`src/core/fcor_pkg.sv`:
```
// Constants, field layouts and carrier types of the engine output register bank.
// How it works
// - Long counter is one unsigned 16-bit value.
// - Low byte at lower address, resets zero.
// - High byte at next address, resets zero.
// - Both counter bytes are host writable.
// - Mask bit one keeps status bit on read.
// - Mask bit zero clears status bit on read.
// - Mask clearing applies only with latch enable.
// - Three status registers, main and mirror alike.
// - Mask is read/write, resets to zero.
// - Engines one to three give flag registers.
// - Flag reads one when event detected.
// - Axis one, two, three map to sensor axes.
// - Front-end results land in axis one flags.
// - Latch enable selects latched or pulsed, resets zero.
// - Embedded status carries long count timeout flag.
package fcor_pkg;

	// ----------------------------------------------------------------
	// Register addresses, embedded page and main page.
	// ----------------------------------------------------------------
	localparam logic [7:0] FCOR_ADDR_EMB_STATUS   = 8'h12;
	localparam logic [7:0] FCOR_ADDR_ENG_STATUS   = 8'h13;
	localparam logic [7:0] FCOR_ADDR_LC_STATUS    = 8'h15;
	localparam logic [7:0] FCOR_ADDR_PAGE_RW      = 8'h17;
	localparam logic [7:0] FCOR_ADDR_COUNT_LOW    = 8'h48;
	localparam logic [7:0] FCOR_ADDR_COUNT_HIGH   = 8'h49;
	localparam logic [7:0] FCOR_ADDR_ACK_MASK     = 8'h4B;
	localparam logic [7:0] FCOR_ADDR_ENG1_FLAGS   = 8'h4C;
	localparam logic [7:0] FCOR_ADDR_ENG2_FLAGS   = 8'h4D;
	localparam logic [7:0] FCOR_ADDR_ENG3_FLAGS   = 8'h4E;
	localparam logic [7:0] FCOR_ADDR_EMB_MIRROR   = 8'h49;
	localparam logic [7:0] FCOR_ADDR_ENG_MIRROR   = 8'h4A;
	localparam logic [7:0] FCOR_ADDR_LC_MIRROR    = 8'h4B;

	// ----------------------------------------------------------------
	// Field positions and reset values.
	// ----------------------------------------------------------------
	localparam int          FCOR_LATCH_BIT        = 7;
	localparam int          FCOR_TIMEOUT_BIT      = 7;
	localparam int          FCOR_ENGINES          = 3;
	localparam logic [7:0]  FCOR_BYTE_RESET       = 8'h00;
	localparam logic [15:0] FCOR_COUNT_RESET      = 16'h0000;
	localparam logic [15:0] FCOR_COUNT_ONE        = 16'h0001;
	localparam logic [15:0] FCOR_COUNT_LIMIT      = 16'hFFFF;
	localparam logic [7:0]  FCOR_EMB_VALID        = 8'hB8;
	localparam logic [7:0]  FCOR_LC_VALID         = 8'h0F;
	localparam logic [7:0]  FCOR_PAGE_RW_VALID    = 8'hE0;

	// Status register selector.
	typedef enum logic [1:0] {
		FCOR_SEL_EMB,
		FCOR_SEL_ENG,
		FCOR_SEL_LC
	} fcor_sel_e;

	// Register access request from the serial interface.
	typedef struct packed {
		logic       rd;
		logic       wr;
		logic       main_page;
		logic [7:0] addr;
		logic [7:0] wdata;
	} fcor_req_s;

	// Eight event flags of one engine, bit 7 first.
	typedef struct packed {
		logic axis1_pos;
		logic axis1_neg;
		logic axis2_pos;
		logic axis2_neg;
		logic axis3_pos;
		logic axis3_neg;
		logic vector_pos;
		logic vector_neg;
	} fcor_flags_s;

endpackage

```
`src/core/fcor_status_reg.sv`:
```
// One latched status register with mask-governed clear on read.
`timescale 1ns/1ps
module fcor_status_reg (
	input  wire logic       ref_clk,
	input  wire logic       sys_rst,
	input  wire logic [7:0] valid_bits,
	input  wire logic       latch_en,
	input  wire logic [7:0] ack_keep_bit,
	input  wire logic [7:0] event_in,
	input  wire logic       read_hit,
	output logic [7:0]      status
);
	import fcor_pkg::*;

	// Live view when unlatched; in latched mode a read clears unkept bits,
	// but a new event in the same cycle wins over the clear.
	always_ff @(posedge ref_clk) begin
		if (sys_rst) begin
			status <= FCOR_BYTE_RESET;
		end else if (!latch_en) begin
			status <= event_in & valid_bits;
		end else if (read_hit) begin
			status <= ((status & ack_keep_bit) | event_in) & valid_bits;
		end else begin
			status <= (status | event_in) & valid_bits;
		end
	end

endmodule

```
`src/core/fcor_flag_reg.sv`:
```
// Event flag register of one programmable state engine.
`timescale 1ns/1ps
module fcor_flag_reg (
	input  wire logic                  ref_clk,
	input  wire logic                  sys_rst,
	input  wire fcor_pkg::fcor_flags_s axis_events,
	input  wire logic                  front_end_pos,
	input  wire logic                  front_end_neg,
	output fcor_pkg::fcor_flags_s      flags
);
	import fcor_pkg::*;

	// Flags mirror the engine's detected state; front-end results are
	// folded into axis one because no separate field exists for them.
	always_ff @(posedge ref_clk) begin
		if (sys_rst) begin
			flags <= fcor_flags_s'(FCOR_BYTE_RESET);
		end else begin
			flags <= axis_events;
			flags.axis1_pos <= axis_events.axis1_pos | front_end_pos;
			flags.axis1_neg <= axis_events.axis1_neg | front_end_neg;
		end
	end

endmodule

```
`src/core/fcor_regs.sv`:
```
// Long counter, acknowledge mask, status and engine flag register bank.
`timescale 1ns/1ps
module fcor_regs (
	input  wire logic                  ref_clk,
	input  wire logic                  sys_rst,
	input  wire fcor_pkg::fcor_req_s   req,
	input  wire logic                  count_tick,
	input  wire logic [7:0]            embedded_events,
	input  wire logic [7:0]            engine_events,
	input  wire logic [7:0]            learning_core_events,
	input  wire fcor_pkg::fcor_flags_s eng1_events,
	input  wire fcor_pkg::fcor_flags_s eng2_events,
	input  wire fcor_pkg::fcor_flags_s eng3_events,
	input  wire logic                  front_end_pos,
	input  wire logic                  front_end_neg,
	output logic [7:0]                 rdata,
	output logic                       rvalid,
	output logic                       embedded_irq_latch_enable,
	output logic [15:0]                long_count_value
);
	import fcor_pkg::*;

	// ----------------------------------------------------------------
	// Address decode.
	// ----------------------------------------------------------------

	logic [7:0]  ack_keep_bit;
	logic [7:0]  embedded_event_status;
	logic [7:0]  engine_event_status;
	logic [7:0]  learning_core_status;
	logic [7:0]  next_rdata;
	logic [7:0]  emb_events_all;
	logic        timeout_pulse;
	logic        rd_emb;
	logic        rd_eng;
	logic        rd_lc;
	fcor_flags_s flags1;
	fcor_flags_s flags2;
	fcor_flags_s flags3;

	// Matches a status read at its embedded or main-page mirror address.
	function automatic logic status_hit(input fcor_req_s r,
		input logic [7:0] emb_addr, input logic [7:0] main_addr);
		status_hit = r.rd && (r.main_page ? (r.addr == main_addr)
			: (r.addr == emb_addr));
	endfunction

	// Both page addresses act on the same flip-flops.
	assign rd_emb = status_hit(req, FCOR_ADDR_EMB_STATUS,
		FCOR_ADDR_EMB_MIRROR);
	assign rd_eng = status_hit(req, FCOR_ADDR_ENG_STATUS,
		FCOR_ADDR_ENG_MIRROR);
	assign rd_lc  = status_hit(req, FCOR_ADDR_LC_STATUS,
		FCOR_ADDR_LC_MIRROR);

	// Embedded-page write strobe for one address.
	function automatic logic emb_wr(input fcor_req_s r, input logic [7:0] a);
		emb_wr = r.wr && !r.main_page && (r.addr == a);
	endfunction

	// ----------------------------------------------------------------
	// Long counter.
	// ----------------------------------------------------------------

	// A host write to either byte presets that byte; a write beats a tick
	// in the same cycle so software always sees the value it wrote.
	always_ff @(posedge ref_clk) begin
		if (sys_rst) begin
			long_count_value <= FCOR_COUNT_RESET;
		end else if (emb_wr(req, FCOR_ADDR_COUNT_LOW)) begin
			long_count_value[7:0] <= req.wdata;
		end else if (emb_wr(req, FCOR_ADDR_COUNT_HIGH)) begin
			long_count_value[15:8] <= req.wdata;
		end else if (count_tick) begin
			long_count_value <= long_count_value + FCOR_COUNT_ONE;
		end
	end

	// Timeout fires when the tick carries the count through its limit.
	assign timeout_pulse = count_tick
		&& (long_count_value == FCOR_COUNT_LIMIT)
		&& !emb_wr(req, FCOR_ADDR_COUNT_LOW)
		&& !emb_wr(req, FCOR_ADDR_COUNT_HIGH);

	always_comb begin
		emb_events_all = embedded_events;
		emb_events_all[FCOR_TIMEOUT_BIT] = timeout_pulse;
	end

	// ----------------------------------------------------------------
	// Mask and latch mode.
	// ----------------------------------------------------------------

	always_ff @(posedge ref_clk) begin
		if (sys_rst) begin
			ack_keep_bit <= FCOR_BYTE_RESET;
		end else if (emb_wr(req, FCOR_ADDR_ACK_MASK)) begin
			ack_keep_bit <= req.wdata;
		end
	end

	// The page control register lives on the main page.
	always_ff @(posedge ref_clk) begin
		if (sys_rst) begin
			embedded_irq_latch_enable <= 1'b0;
		end else if (req.wr && req.main_page
			&& req.addr == FCOR_ADDR_PAGE_RW) begin
			embedded_irq_latch_enable <= req.wdata[FCOR_LATCH_BIT];
		end
	end

	// ----------------------------------------------------------------
	// Status and flag registers.
	// ----------------------------------------------------------------

	fcor_status_reg u_emb (
		.ref_clk      (ref_clk),
		.sys_rst      (sys_rst),
		.valid_bits   (FCOR_EMB_VALID),
		.latch_en     (embedded_irq_latch_enable),
		.ack_keep_bit (ack_keep_bit),
		.event_in     (emb_events_all),
		.read_hit     (rd_emb),
		.status       (embedded_event_status)
	);

	fcor_status_reg u_eng (
		.ref_clk      (ref_clk),
		.sys_rst      (sys_rst),
		.valid_bits   (8'hFF),
		.latch_en     (embedded_irq_latch_enable),
		.ack_keep_bit (ack_keep_bit),
		.event_in     (engine_events),
		.read_hit     (rd_eng),
		.status       (engine_event_status)
	);

	fcor_status_reg u_lc (
		.ref_clk      (ref_clk),
		.sys_rst      (sys_rst),
		.valid_bits   (FCOR_LC_VALID),
		.latch_en     (embedded_irq_latch_enable),
		.ack_keep_bit (ack_keep_bit),
		.event_in     (learning_core_events),
		.read_hit     (rd_lc),
		.status       (learning_core_status)
	);

	fcor_flag_reg u_f1 (
		.ref_clk       (ref_clk),
		.sys_rst       (sys_rst),
		.axis_events   (eng1_events),
		.front_end_pos (front_end_pos),
		.front_end_neg (front_end_neg),
		.flags         (flags1)
	);

	fcor_flag_reg u_f2 (
		.ref_clk       (ref_clk),
		.sys_rst       (sys_rst),
		.axis_events   (eng2_events),
		.front_end_pos (front_end_pos),
		.front_end_neg (front_end_neg),
		.flags         (flags2)
	);

	fcor_flag_reg u_f3 (
		.ref_clk       (ref_clk),
		.sys_rst       (sys_rst),
		.axis_events   (eng3_events),
		.front_end_pos (front_end_pos),
		.front_end_neg (front_end_neg),
		.flags         (flags3)
	);

	// ----------------------------------------------------------------
	// Read mux.
	// ----------------------------------------------------------------

	// Status reads return the value before any clear, so the host sees
	// the flag it is acknowledging. Unmapped addresses read zero.
	always_comb begin
		next_rdata = FCOR_BYTE_RESET;
		if (rd_emb) begin
			next_rdata = embedded_event_status;
		end else if (rd_eng) begin
			next_rdata = engine_event_status;
		end else if (rd_lc) begin
			next_rdata = learning_core_status;
		end else if (req.main_page) begin
			if (req.addr == FCOR_ADDR_PAGE_RW) begin
				next_rdata = {embedded_irq_latch_enable, 7'h00};
			end
		end else begin
			case (req.addr)
				FCOR_ADDR_COUNT_LOW: begin
					next_rdata = long_count_value[7:0];
				end
				FCOR_ADDR_COUNT_HIGH: begin
					next_rdata = long_count_value[15:8];
				end
				FCOR_ADDR_ACK_MASK: begin
					next_rdata = ack_keep_bit;
				end
				FCOR_ADDR_ENG1_FLAGS: begin
					next_rdata = flags1;
				end
				FCOR_ADDR_ENG2_FLAGS: begin
					next_rdata = flags2;
				end
				FCOR_ADDR_ENG3_FLAGS: begin
					next_rdata = flags3;
				end
				default: begin
					next_rdata = FCOR_BYTE_RESET;
				end
			endcase
		end
	end

	// Read data is registered and valid one cycle after the request.
	always_ff @(posedge ref_clk) begin
		if (sys_rst) begin
			rdata  <= FCOR_BYTE_RESET;
			rvalid <= 1'b0;
		end else begin
			rdata  <= next_rdata;
			rvalid <= req.rd;
		end
	end

endmodule

```
`config.mk`:
```
export PLATFORM = sky130hd
export DESIGN_NAME = fcor_regs
export DESIGN_NICKNAME = d
export VERILOG_FILES = /design/src/core/fcor_pkg.sv /design/src/core/fcor_status_reg.sv /design/src/core/fcor_flag_reg.sv /design/src/core/fcor_regs.sv
export SDC_FILE = /design/constraint.sdc
export NUM_CORES = 1
export LEC_CHECK = 0
export ABC_AREA = 1
export BUFFER_PORTS_ARGS = -buffer_cell sky130_fd_sc_hd__buf_4
export CORE_MARGIN = 5
export CORE_UTILIZATION = 50
export CTS_CLUSTER_SIZE = 16
export DETAILED_ROUTE_END_ITERATION = 6
export GPL_TIMING_DRIVEN = 0
export HOLD_SLACK_MARGIN = 0.03
export PLACE_DENSITY = 0.76
export SKIP_CTS_REPAIR_TIMING = 1
export SLEW_MARGIN = 20
export SYNTH_ARGS = -nofsm -noshare
export SYNTH_HDL_FRONTEND = slang
export SYNTH_SLANG_ARGS = --single-unit
```
`constraint.sdc`:
```
create_clock -name ref_clk -period 3.6 [get_ports ref_clk]
set_clock_uncertainty 0.2 [all_clocks]
set_input_delay 0.54 -clock ref_clk [delete_from_list [all_inputs] [get_ports ref_clk]]
set_output_delay 0.54 -clock ref_clk [all_outputs]
set_load 0.1 [all_outputs]
```
Word-level counts from Yosys, hierarchy flattened
Index checks and enable logic that the tools add are counted.
Operators by class
  $add $sub $neg: 1
  equality and inequality tests: 13
  muxes and demuxes: 19
  bitwise logic cells: 17
  reduce and logical (&&, ||, !) cells: 20
Operators with widths (number)
  two-way mux 8 bit: 12
  == test 8 x 7 -> 1 bit (second input constant): 7
  one-hot mux 8 bit (6 select lines): 1
  == test 8 x 5 -> 1 bit (second input constant): 4
  OR 8 bit: 4
  adder 16 x 1 -> 16 bit (second input constant): 1
  bitwise AND 8 bit: 2
  == test 16 bit (second input constant): 1
  two-way mux 16 bit: 1
  logical AND 1 bit: 12
  two-way mux 4 bit: 2
  OR 4 bit: 2
  OR 1 bit: 6
  bitwise AND 4 bit: 1
  AND reduction 2 bit: 2
  nonzero test 2 bit: 2
  zero test 1 bit: 3
  two-way mux 1 bit: 3
  inequality test 2 bit (second input constant): 1
  inverter 1 bit: 2
  OR reduction 2 bit: 1
Storage, ports and cells
  flip-flop bits (word level): 78
  bits of input ports: 72
  word-level logic and storage cells: 104

Longest topological paths before layout
Gate-level depths: netlist of run 1.
  depth after elaboration: 9
  mapped depth: 12
  gate-level depth less buffers: 11

By module
A second synthesis of run 1 with hierarchy kept.
Second synthesis, totals
  cells, all modules: 737
  area, all modules: 4635.7 um2
By module, submodules not included
  fcor_regs: instances 1, cells an instance 437, area an instance 2571.2 um2, sequential area each 680.7 um2
  fcor_status_reg: instances 3, cells an instance 75, area an instance 456.7 um2, sequential area each 160.2 um2
  fcor_flag_reg: instances 3, cells an instance 25, area an instance 231.5 um2, sequential area each 160.2 um2

Least setup slack after synthesis of run 1
OpenSTA, ideal clock, no wires.
  path kind: register -> register
  from: register long_count_value[0]
  to: register long_count_value[8]
  setup time: 0.066 ns
  data arrival time: 2.044 ns
  required time: 3.334 ns
  setup slack: 1.290 ns
  cell stages (with the launch flop): 10
  buffers on the path: 0
  cell sequence: dfxtp_1 > ha_1 > nand2_1 > inv_1 > nand2_1 > nor2_1 > inv_1 > o21ai_0 > nand2_1 > a21oi_2
On the way
  longest elaborated chain between the ends: 3
RTL lines
  from (decl): line fcor_regs.sv:19  | output logic [15:0] long_count_value
  from (signal assigned): line fcor_regs.sv:71  | long_count_value[7:0] <= req.wdata;
  from (signal assigned): line fcor_regs.sv:75  | long_count_value <= long_count_value + FCOR_COUNT_ONE;
  adder 16 x 1 -> 16 bit: line fcor_regs.sv:75
  two-way mux 16 bit: line fcor_regs.sv:74  | end else if (count_tick) begin
  two-way mux 8 bit: line fcor_regs.sv:72  | end else if (emb_wr(req, FCOR_ADDR_COUNT_HIGH)) begin
No other way between the ends. The select of a mux whose other input is x is not followed.
A chain may end at the register's enable or synchronous reset.

Worst setup path in the final report of run 1
  from: register long_count_value[10]
  to: output long_count_value[10]
RTL lines
  from (signal assigned): line fcor_regs.sv:73  | long_count_value[15:8] <= req.wdata;
  from (signal assigned): line fcor_regs.sv:75
No word-level cell between the ends.

==> results.sh, run 1 <==
export IMPL_status="finished clean"
export IMPL_min_period_ns=1.97
export IMPL_place_congestion=0.943
export IMPL_slowest_stage="dfxtp_1"
export IMPL_cts_made_buffers=9
export IMPL_cts_root_buf="clkbuf_8"
export IMPL_rows=32
export IMPL_yosys_cell_count_top_type="nand2_1"
export IMPL_dp_hpwl_um=9600
export IMPL_hold_class="in -> reg"
export IMPL_ys_async_sr_fraction_pct=0
export IMPL_fp_coreArea_mm2=0.00765
export IMPL_dr_total_vias=4183
export IMPL_insertion_delay_ns=0.36
export IMPL_max_stage_delay_ns=0.51
export IMPL_worst_pin_slew_ns=0.677
export IMPL_vdd_drop_max_v=0.000173
export IMPL_first_iter_violations=363
export IMPL_p_leak_nw=2.24
export IMPL_end_kind="primary output"
export IMPL_first_pass_iters=6
export IMPL_slew_violations=0
export IMPL_yosys_warnings=0
export IMPL_met3_length_um=1130
export IMPL_top_layer="met4"
export IMPL_syn_avg_cell_area_um2=6.49
export IMPL_path_max_fanout=7
export IMPL_syn2layout_area_growth_pct=24.5
export IMPL_nets=768
export IMPL_setup_viol=0
export IMPL_yosysUniqueCellTypes=33
export IMPL_wl_per_cell_um=15.1
export IMPL_dp_slack_ns=1.32
export IMPL_setup_worst_path_start_class="register"
export IMPL_synth_nets=671
export IMPL_synth_seq_area_share_pct=38.1
export IMPL_crit_chain="buf_4"
export IMPL_synth_area_top_cells="dfxtp_1 38%, nand2_1 11%, nand3_1 10%"
export IMPL_wl_um=12100
export IMPL_antenna_found_initial=0
export IMPL_cp_data_required_time_ns=2.86
export IMPL_met1_length_um=5310
export IMPL_setup_slack_ns=1.63
export IMPL_synth_edf_count=0
export IMPL_clk_pin_slew_ns=0.08
export IMPL_grt_max_degree=14
export IMPL_wl_met2_um=5390
export IMPL_overflow=0
export IMPL_htreeDepth=3
export IMPL_finalSetupTns_ns=0
export IMPL_dieHeight_um=98.1
export IMPL_synth_cells=598
export IMPL_worst_endpoint_arrival_ns=1.23
export IMPL_hold_viol_final=0
export IMPL_synth_cells_most_frequent="113 x nand2_1, 92 x nor2_1, 87 x inv_1, 79 x nand3_1, 74 x dfxtp_1"
export IMPL_cp_top_family="flip-flops"
export IMPL_initial_core_util_pct=50.8
export IMPL_pwr_density_cell_mw_per_mm2=349
export IMPL_ys_ff_latch=74
export IMPL_final_cells=802
export IMPL_drive_above_1_share_pct=20.3
export IMPL_rsz0062_at_grt="no"
export IMPL_ant_nets=0
export IMPL_die_x_um=98.1
export IMPL_fmax_mhz=509
export IMPL_yosysTopAreaCellShare_pct=38.1
export IMPL_tritoncts="built"
export IMPL_cp_num_buf_inv=1
export IMPL_drc=0
export IMPL_grt_pass1_vias=3793
export IMPL_yosysTopAreaCell="dfxtp_1"
export IMPL_place_inst=786
export IMPL_ys_flop_type="dfxtp_1"
export IMPL_crit_type="reg -> out"
export IMPL_io_buffers=86
export IMPL_grt_pass1_wl_um=19600
export IMPL_vias_per_cell=5.22
export IMPL_cts_num_sinks=74
export IMPL_relSlewSlack_pct=54.9
export IMPL_syn_cell_area_mm2=0.00388
export IMPL_drv_cap=0
export IMPL_antennaDiodeCount=0
export IMPL_top_level_ports=98
export IMPL_post_route_period_util_pct=54.6
export IMPL_clockBufferDepth=2
export IMPL_track_usage_pct=25.5
export IMPL_dieArea_mm2=0.00963
## tightest hold or removal path, stage by stage
cell	delay, ns
buf_4	0.08
inv_1	0.03
nor2_1	0.07
## cell usage in the layout (no fill, tap or decap), types with 4 or more instances in the layout
cell type  count
nand2_1      113
nor2_1        92
buf_4         89
inv_1         87
nand3_1       79
dfxtp_1       74
a21oi_1       43
o21ai_0       34
clkbuf_1      11
clkbuf_8      10
nand4_1        8
inv_2          6
nand2_2        6
o21ai_1        6
nor2_2         4
## per-layer routing
metal / track usage (%) / vias up
met5: 0 / -
met4: 9.66 / 0
met3: 5.93 / 21
met2: 38.5 / 196
met1: 35.4 / 1876
li1: - / 2090
## sequential cells by signal, summed over array words and instances (netlist names)
name,count
long_count_value,16
ack_keep_bit,8
rdata,8
u_eng.status,8
u_f1.flags,8
u_f2.flags,8
u_f3.flags,8
u_emb.status,4
u_lc.status,4
embedded_irq_latch_enable,1
rvalid,1
## report_power, final
group | internal (mW) | switching (mW) | total (mW)
combinational | 0.0812 | 0.138 | 0.219
clock | 0.269 | 0.336 | 0.605
sequential | 0.848 | 0.0169 | 0.865
## cell families after synthesis
family          synth area share (%)
compound gates                  12.5
xor+xnor                       0.451
fa+ha+maj                      0.322
buf+inv                         12.3
flops                           38.1
simple gates                    36.2
## path summary, 6_finish.rpt
path              depth (start not counted)                  from  slack, ns                    to
setup / recovery                          1  long_count_value[10]       1.63  long_count_value[10]
hold / removal                            3        eng3_events[3]       0.18         u_f3.flags[3]
setup reg to reg                          8   long_count_value[0]       1.66  long_count_value[12]
hold reg to reg                           2       u_eng.status[3]       0.28       u_eng.status[3]
## through the flow
| stage | hold slack [ns] | total power [mW] | util (%) | instance area (um^2) |
|---|---|---|---|---|
| 4_1_cts | 0.172 | 1.69 | 63.3 | 4840 |
| 3_5_place_dp | 0.272 | 1.10 | 60.9 | 4660 |
| 3_3_place_gp | 0.264 | 1.10 | 60.9 | 4660 |
| 2_1_floorplan | 0.245 | 1.00 | - | 3880 |
| 6_report | 0.180 | 1.69 | 63.3 | 4840 |
| 5_1_grt | 0.184 | 1.75 | 63.3 | 4840 |
## layout make-up
cell class	count	area, um^2
buffer	22	121
inverter	94	358
timing repair buffer	86	646
clock inverter	6	42.5
fill	731	2810
tap	102	128
multi-input combinational	408	1920
sequential	74	1480
clock buffer	10	138
No activity file was read; power rests on OpenSTA's default activity.
==> run 2, diff against run 1 <==
clock period = 2 ns   (was 3.6 ns; I/O delays follow)
==> results.sh, run 2 (synthesis gave the netlist of run 1 again) <==
export IMPL_fp_coreArea_mm2=0.00765
export IMPL_ant_nets=0
export IMPL_path_max_fanout=10
export IMPL_dieArea_mm2=0.00963
export IMPL_finalSetupTns_ns=0
export IMPL_drc=0
export IMPL_top_level_ports=98
export IMPL_grt_pass1_wl_um=19900
export IMPL_grt_pass1_vias=3822
export IMPL_wl_per_cell_um=15.6
export IMPL_cts_root_buf="clkbuf_8"
export IMPL_overflow=0
export IMPL_syn2layout_area_growth_pct=36.5
export IMPL_place_inst=786
export IMPL_dp_hpwl_um=9620
export IMPL_cts_num_sinks=74
export IMPL_initial_core_util_pct=50.8
export IMPL_setup_viol=0
export IMPL_hold_end="u_f3.flags[6]"
export IMPL_crit_type="reg -> reg"
export IMPL_rsz0062_at_grt="no"
export IMPL_cp_data_required_time_ns=2.09
export IMPL_pwr_density_cell_mw_per_mm2=614
export IMPL_drv_cap=0
export IMPL_hold_ws_ns=-0.0136
export IMPL_insertion_delay_ns=0.36
export IMPL_ff2ff_path_depth=4
export IMPL_post_route_period_util_pct=89.1
export IMPL_vias_per_cell=5.19
export IMPL_antenna_found_initial=0
export IMPL_place_congestion=1.04
export IMPL_nets=810
export IMPL_regMostFlops="long_count_value"
export IMPL_regToRegEndpoint="u_eng.status[0]"
export IMPL_status="finished, violations left"
export IMPL_worst_pin_slew_ns=0.667
export IMPL_fillers=651
export IMPL_end_kind="register"
export IMPL_slew_violations=0
export IMPL_p_leak_nw=2.44
export IMPL_clk_pin_slew_ns=0.10
export IMPL_rows=32
export IMPL_setup_worst_path_start_class="register"
export IMPL_cts_made_buffers=9
export IMPL_ff2ff_setup_slack_ns=0.22
export IMPL_hold_class="in -> reg"
export IMPL_totalPowerFinal_mw=3.25
export IMPL_fmax_mhz=561
export IMPL_io_buffers=86
export IMPL_final_cell_area_mm2=0.00530
export IMPL_relSlewSlack_pct=55.5
export IMPL_die_x_um=98.1
export IMPL_dpl_instance_area_mm2=0.00468
export IMPL_vdd_drop_max_v=0.000345
export IMPL_wl_um=13200
export IMPL_final_cells=844
export IMPL_reg2reg_from="embedded_irq_latch_enable"
export IMPL_final_common_cell="nand2_1"
export IMPL_drive_above_1_share_pct=21.2
export IMPL_holdPathStages=3
export IMPL_worst_endpoint_arrival_ns=1.87
export IMPL_track_usage_pct=25.6
export IMPL_dieHeight_um=98.1
export IMPL_antennaDiodeCount=0
export IMPL_first_iter_violations=371
export IMPL_largest_reg_flops=16
export IMPL_clockBufferDepth=2
export IMPL_final_cell_mix="113 x nand2_1, 92 x nor2_1, 89 x buf_4, 87 x inv_1, 79 x nand3_1"
export IMPL_grt_max_degree=16
export IMPL_hp_start="front_end_neg"
export IMPL_hold_viol_final=1
export IMPL_first_pass_iters=6
export IMPL_dr_total_vias=4378
export IMPL_violations="hold timing"
export IMPL_htreeDepth=3
export IMPL_tritoncts="built"
export IMPL_min_period_ns=1.78
run 2: worst max-delay path by stage:
stage	end	from	slack (ns)	cells past startpoint
6_report	u_eng.status[0]	embedded_irq_latch_enable	0.22	4
5_1_grt	long_count_value[12]	long_count_value[0]	0.10	9
4_1_cts	long_count_value[11]	long_count_value[6]	0.29	9
3_5_place_dp	u_eng.status[6]	req[10]	-0.02	9
3_3_place_gp	u_eng.status[6]	req[10]	-0.03	9
2_1_floorplan	u_emb.status[7]	embedded_irq_latch_enable	0.001	4
run 2: power breakdown:
part / switching (mW) / internal [mW]
sequential: 0.0300 / 1.53
clock: 0.629 / 0.598
combinational: 0.269 / 0.200
run 2: layer usage:
layer  routed length [um]  track usage, %  part of all wire [%]  vias up
met5                    0               0                     0        -
met4                  195            6.41                   1.5        0
met3                 1060            4.29                   8.0       22
met2                 6250            39.0                    47      219
met1                 5680            37.9                    43     1968
li1                     -               -                     -     2169
run 2: worst max-delay path, cell delays in order, from the launching register on:
cell	delay (ns)
dfxtp_1	0.35
clkbuf_1	0.36
buf_1	0.49
nand3_1	0.16
a21oi_1	0.17
run 2: stage by stage:
step           setup slack (ns)  utilization, %
2_1_floorplan           0.00129               -
3_3_place_gp            -0.0254            61.1
3_5_place_dp            -0.0151            61.1
4_1_cts                   0.293            63.8
5_1_grt                   0.103            69.3
6_report                  0.219            69.3
run 2: cell type report:
class,instances,area [um^2],share of cell area (%)
multi-input combinational,408,1920,36.3
sequential,74,1500,28.3
timing repair buffer,128,1070,20.1
inverter,94,358,6.75
tap,102,128,2.41
clock buffer,9,124,2.34
buffer,22,121,2.29
clock inverter,7,82.6,1.56
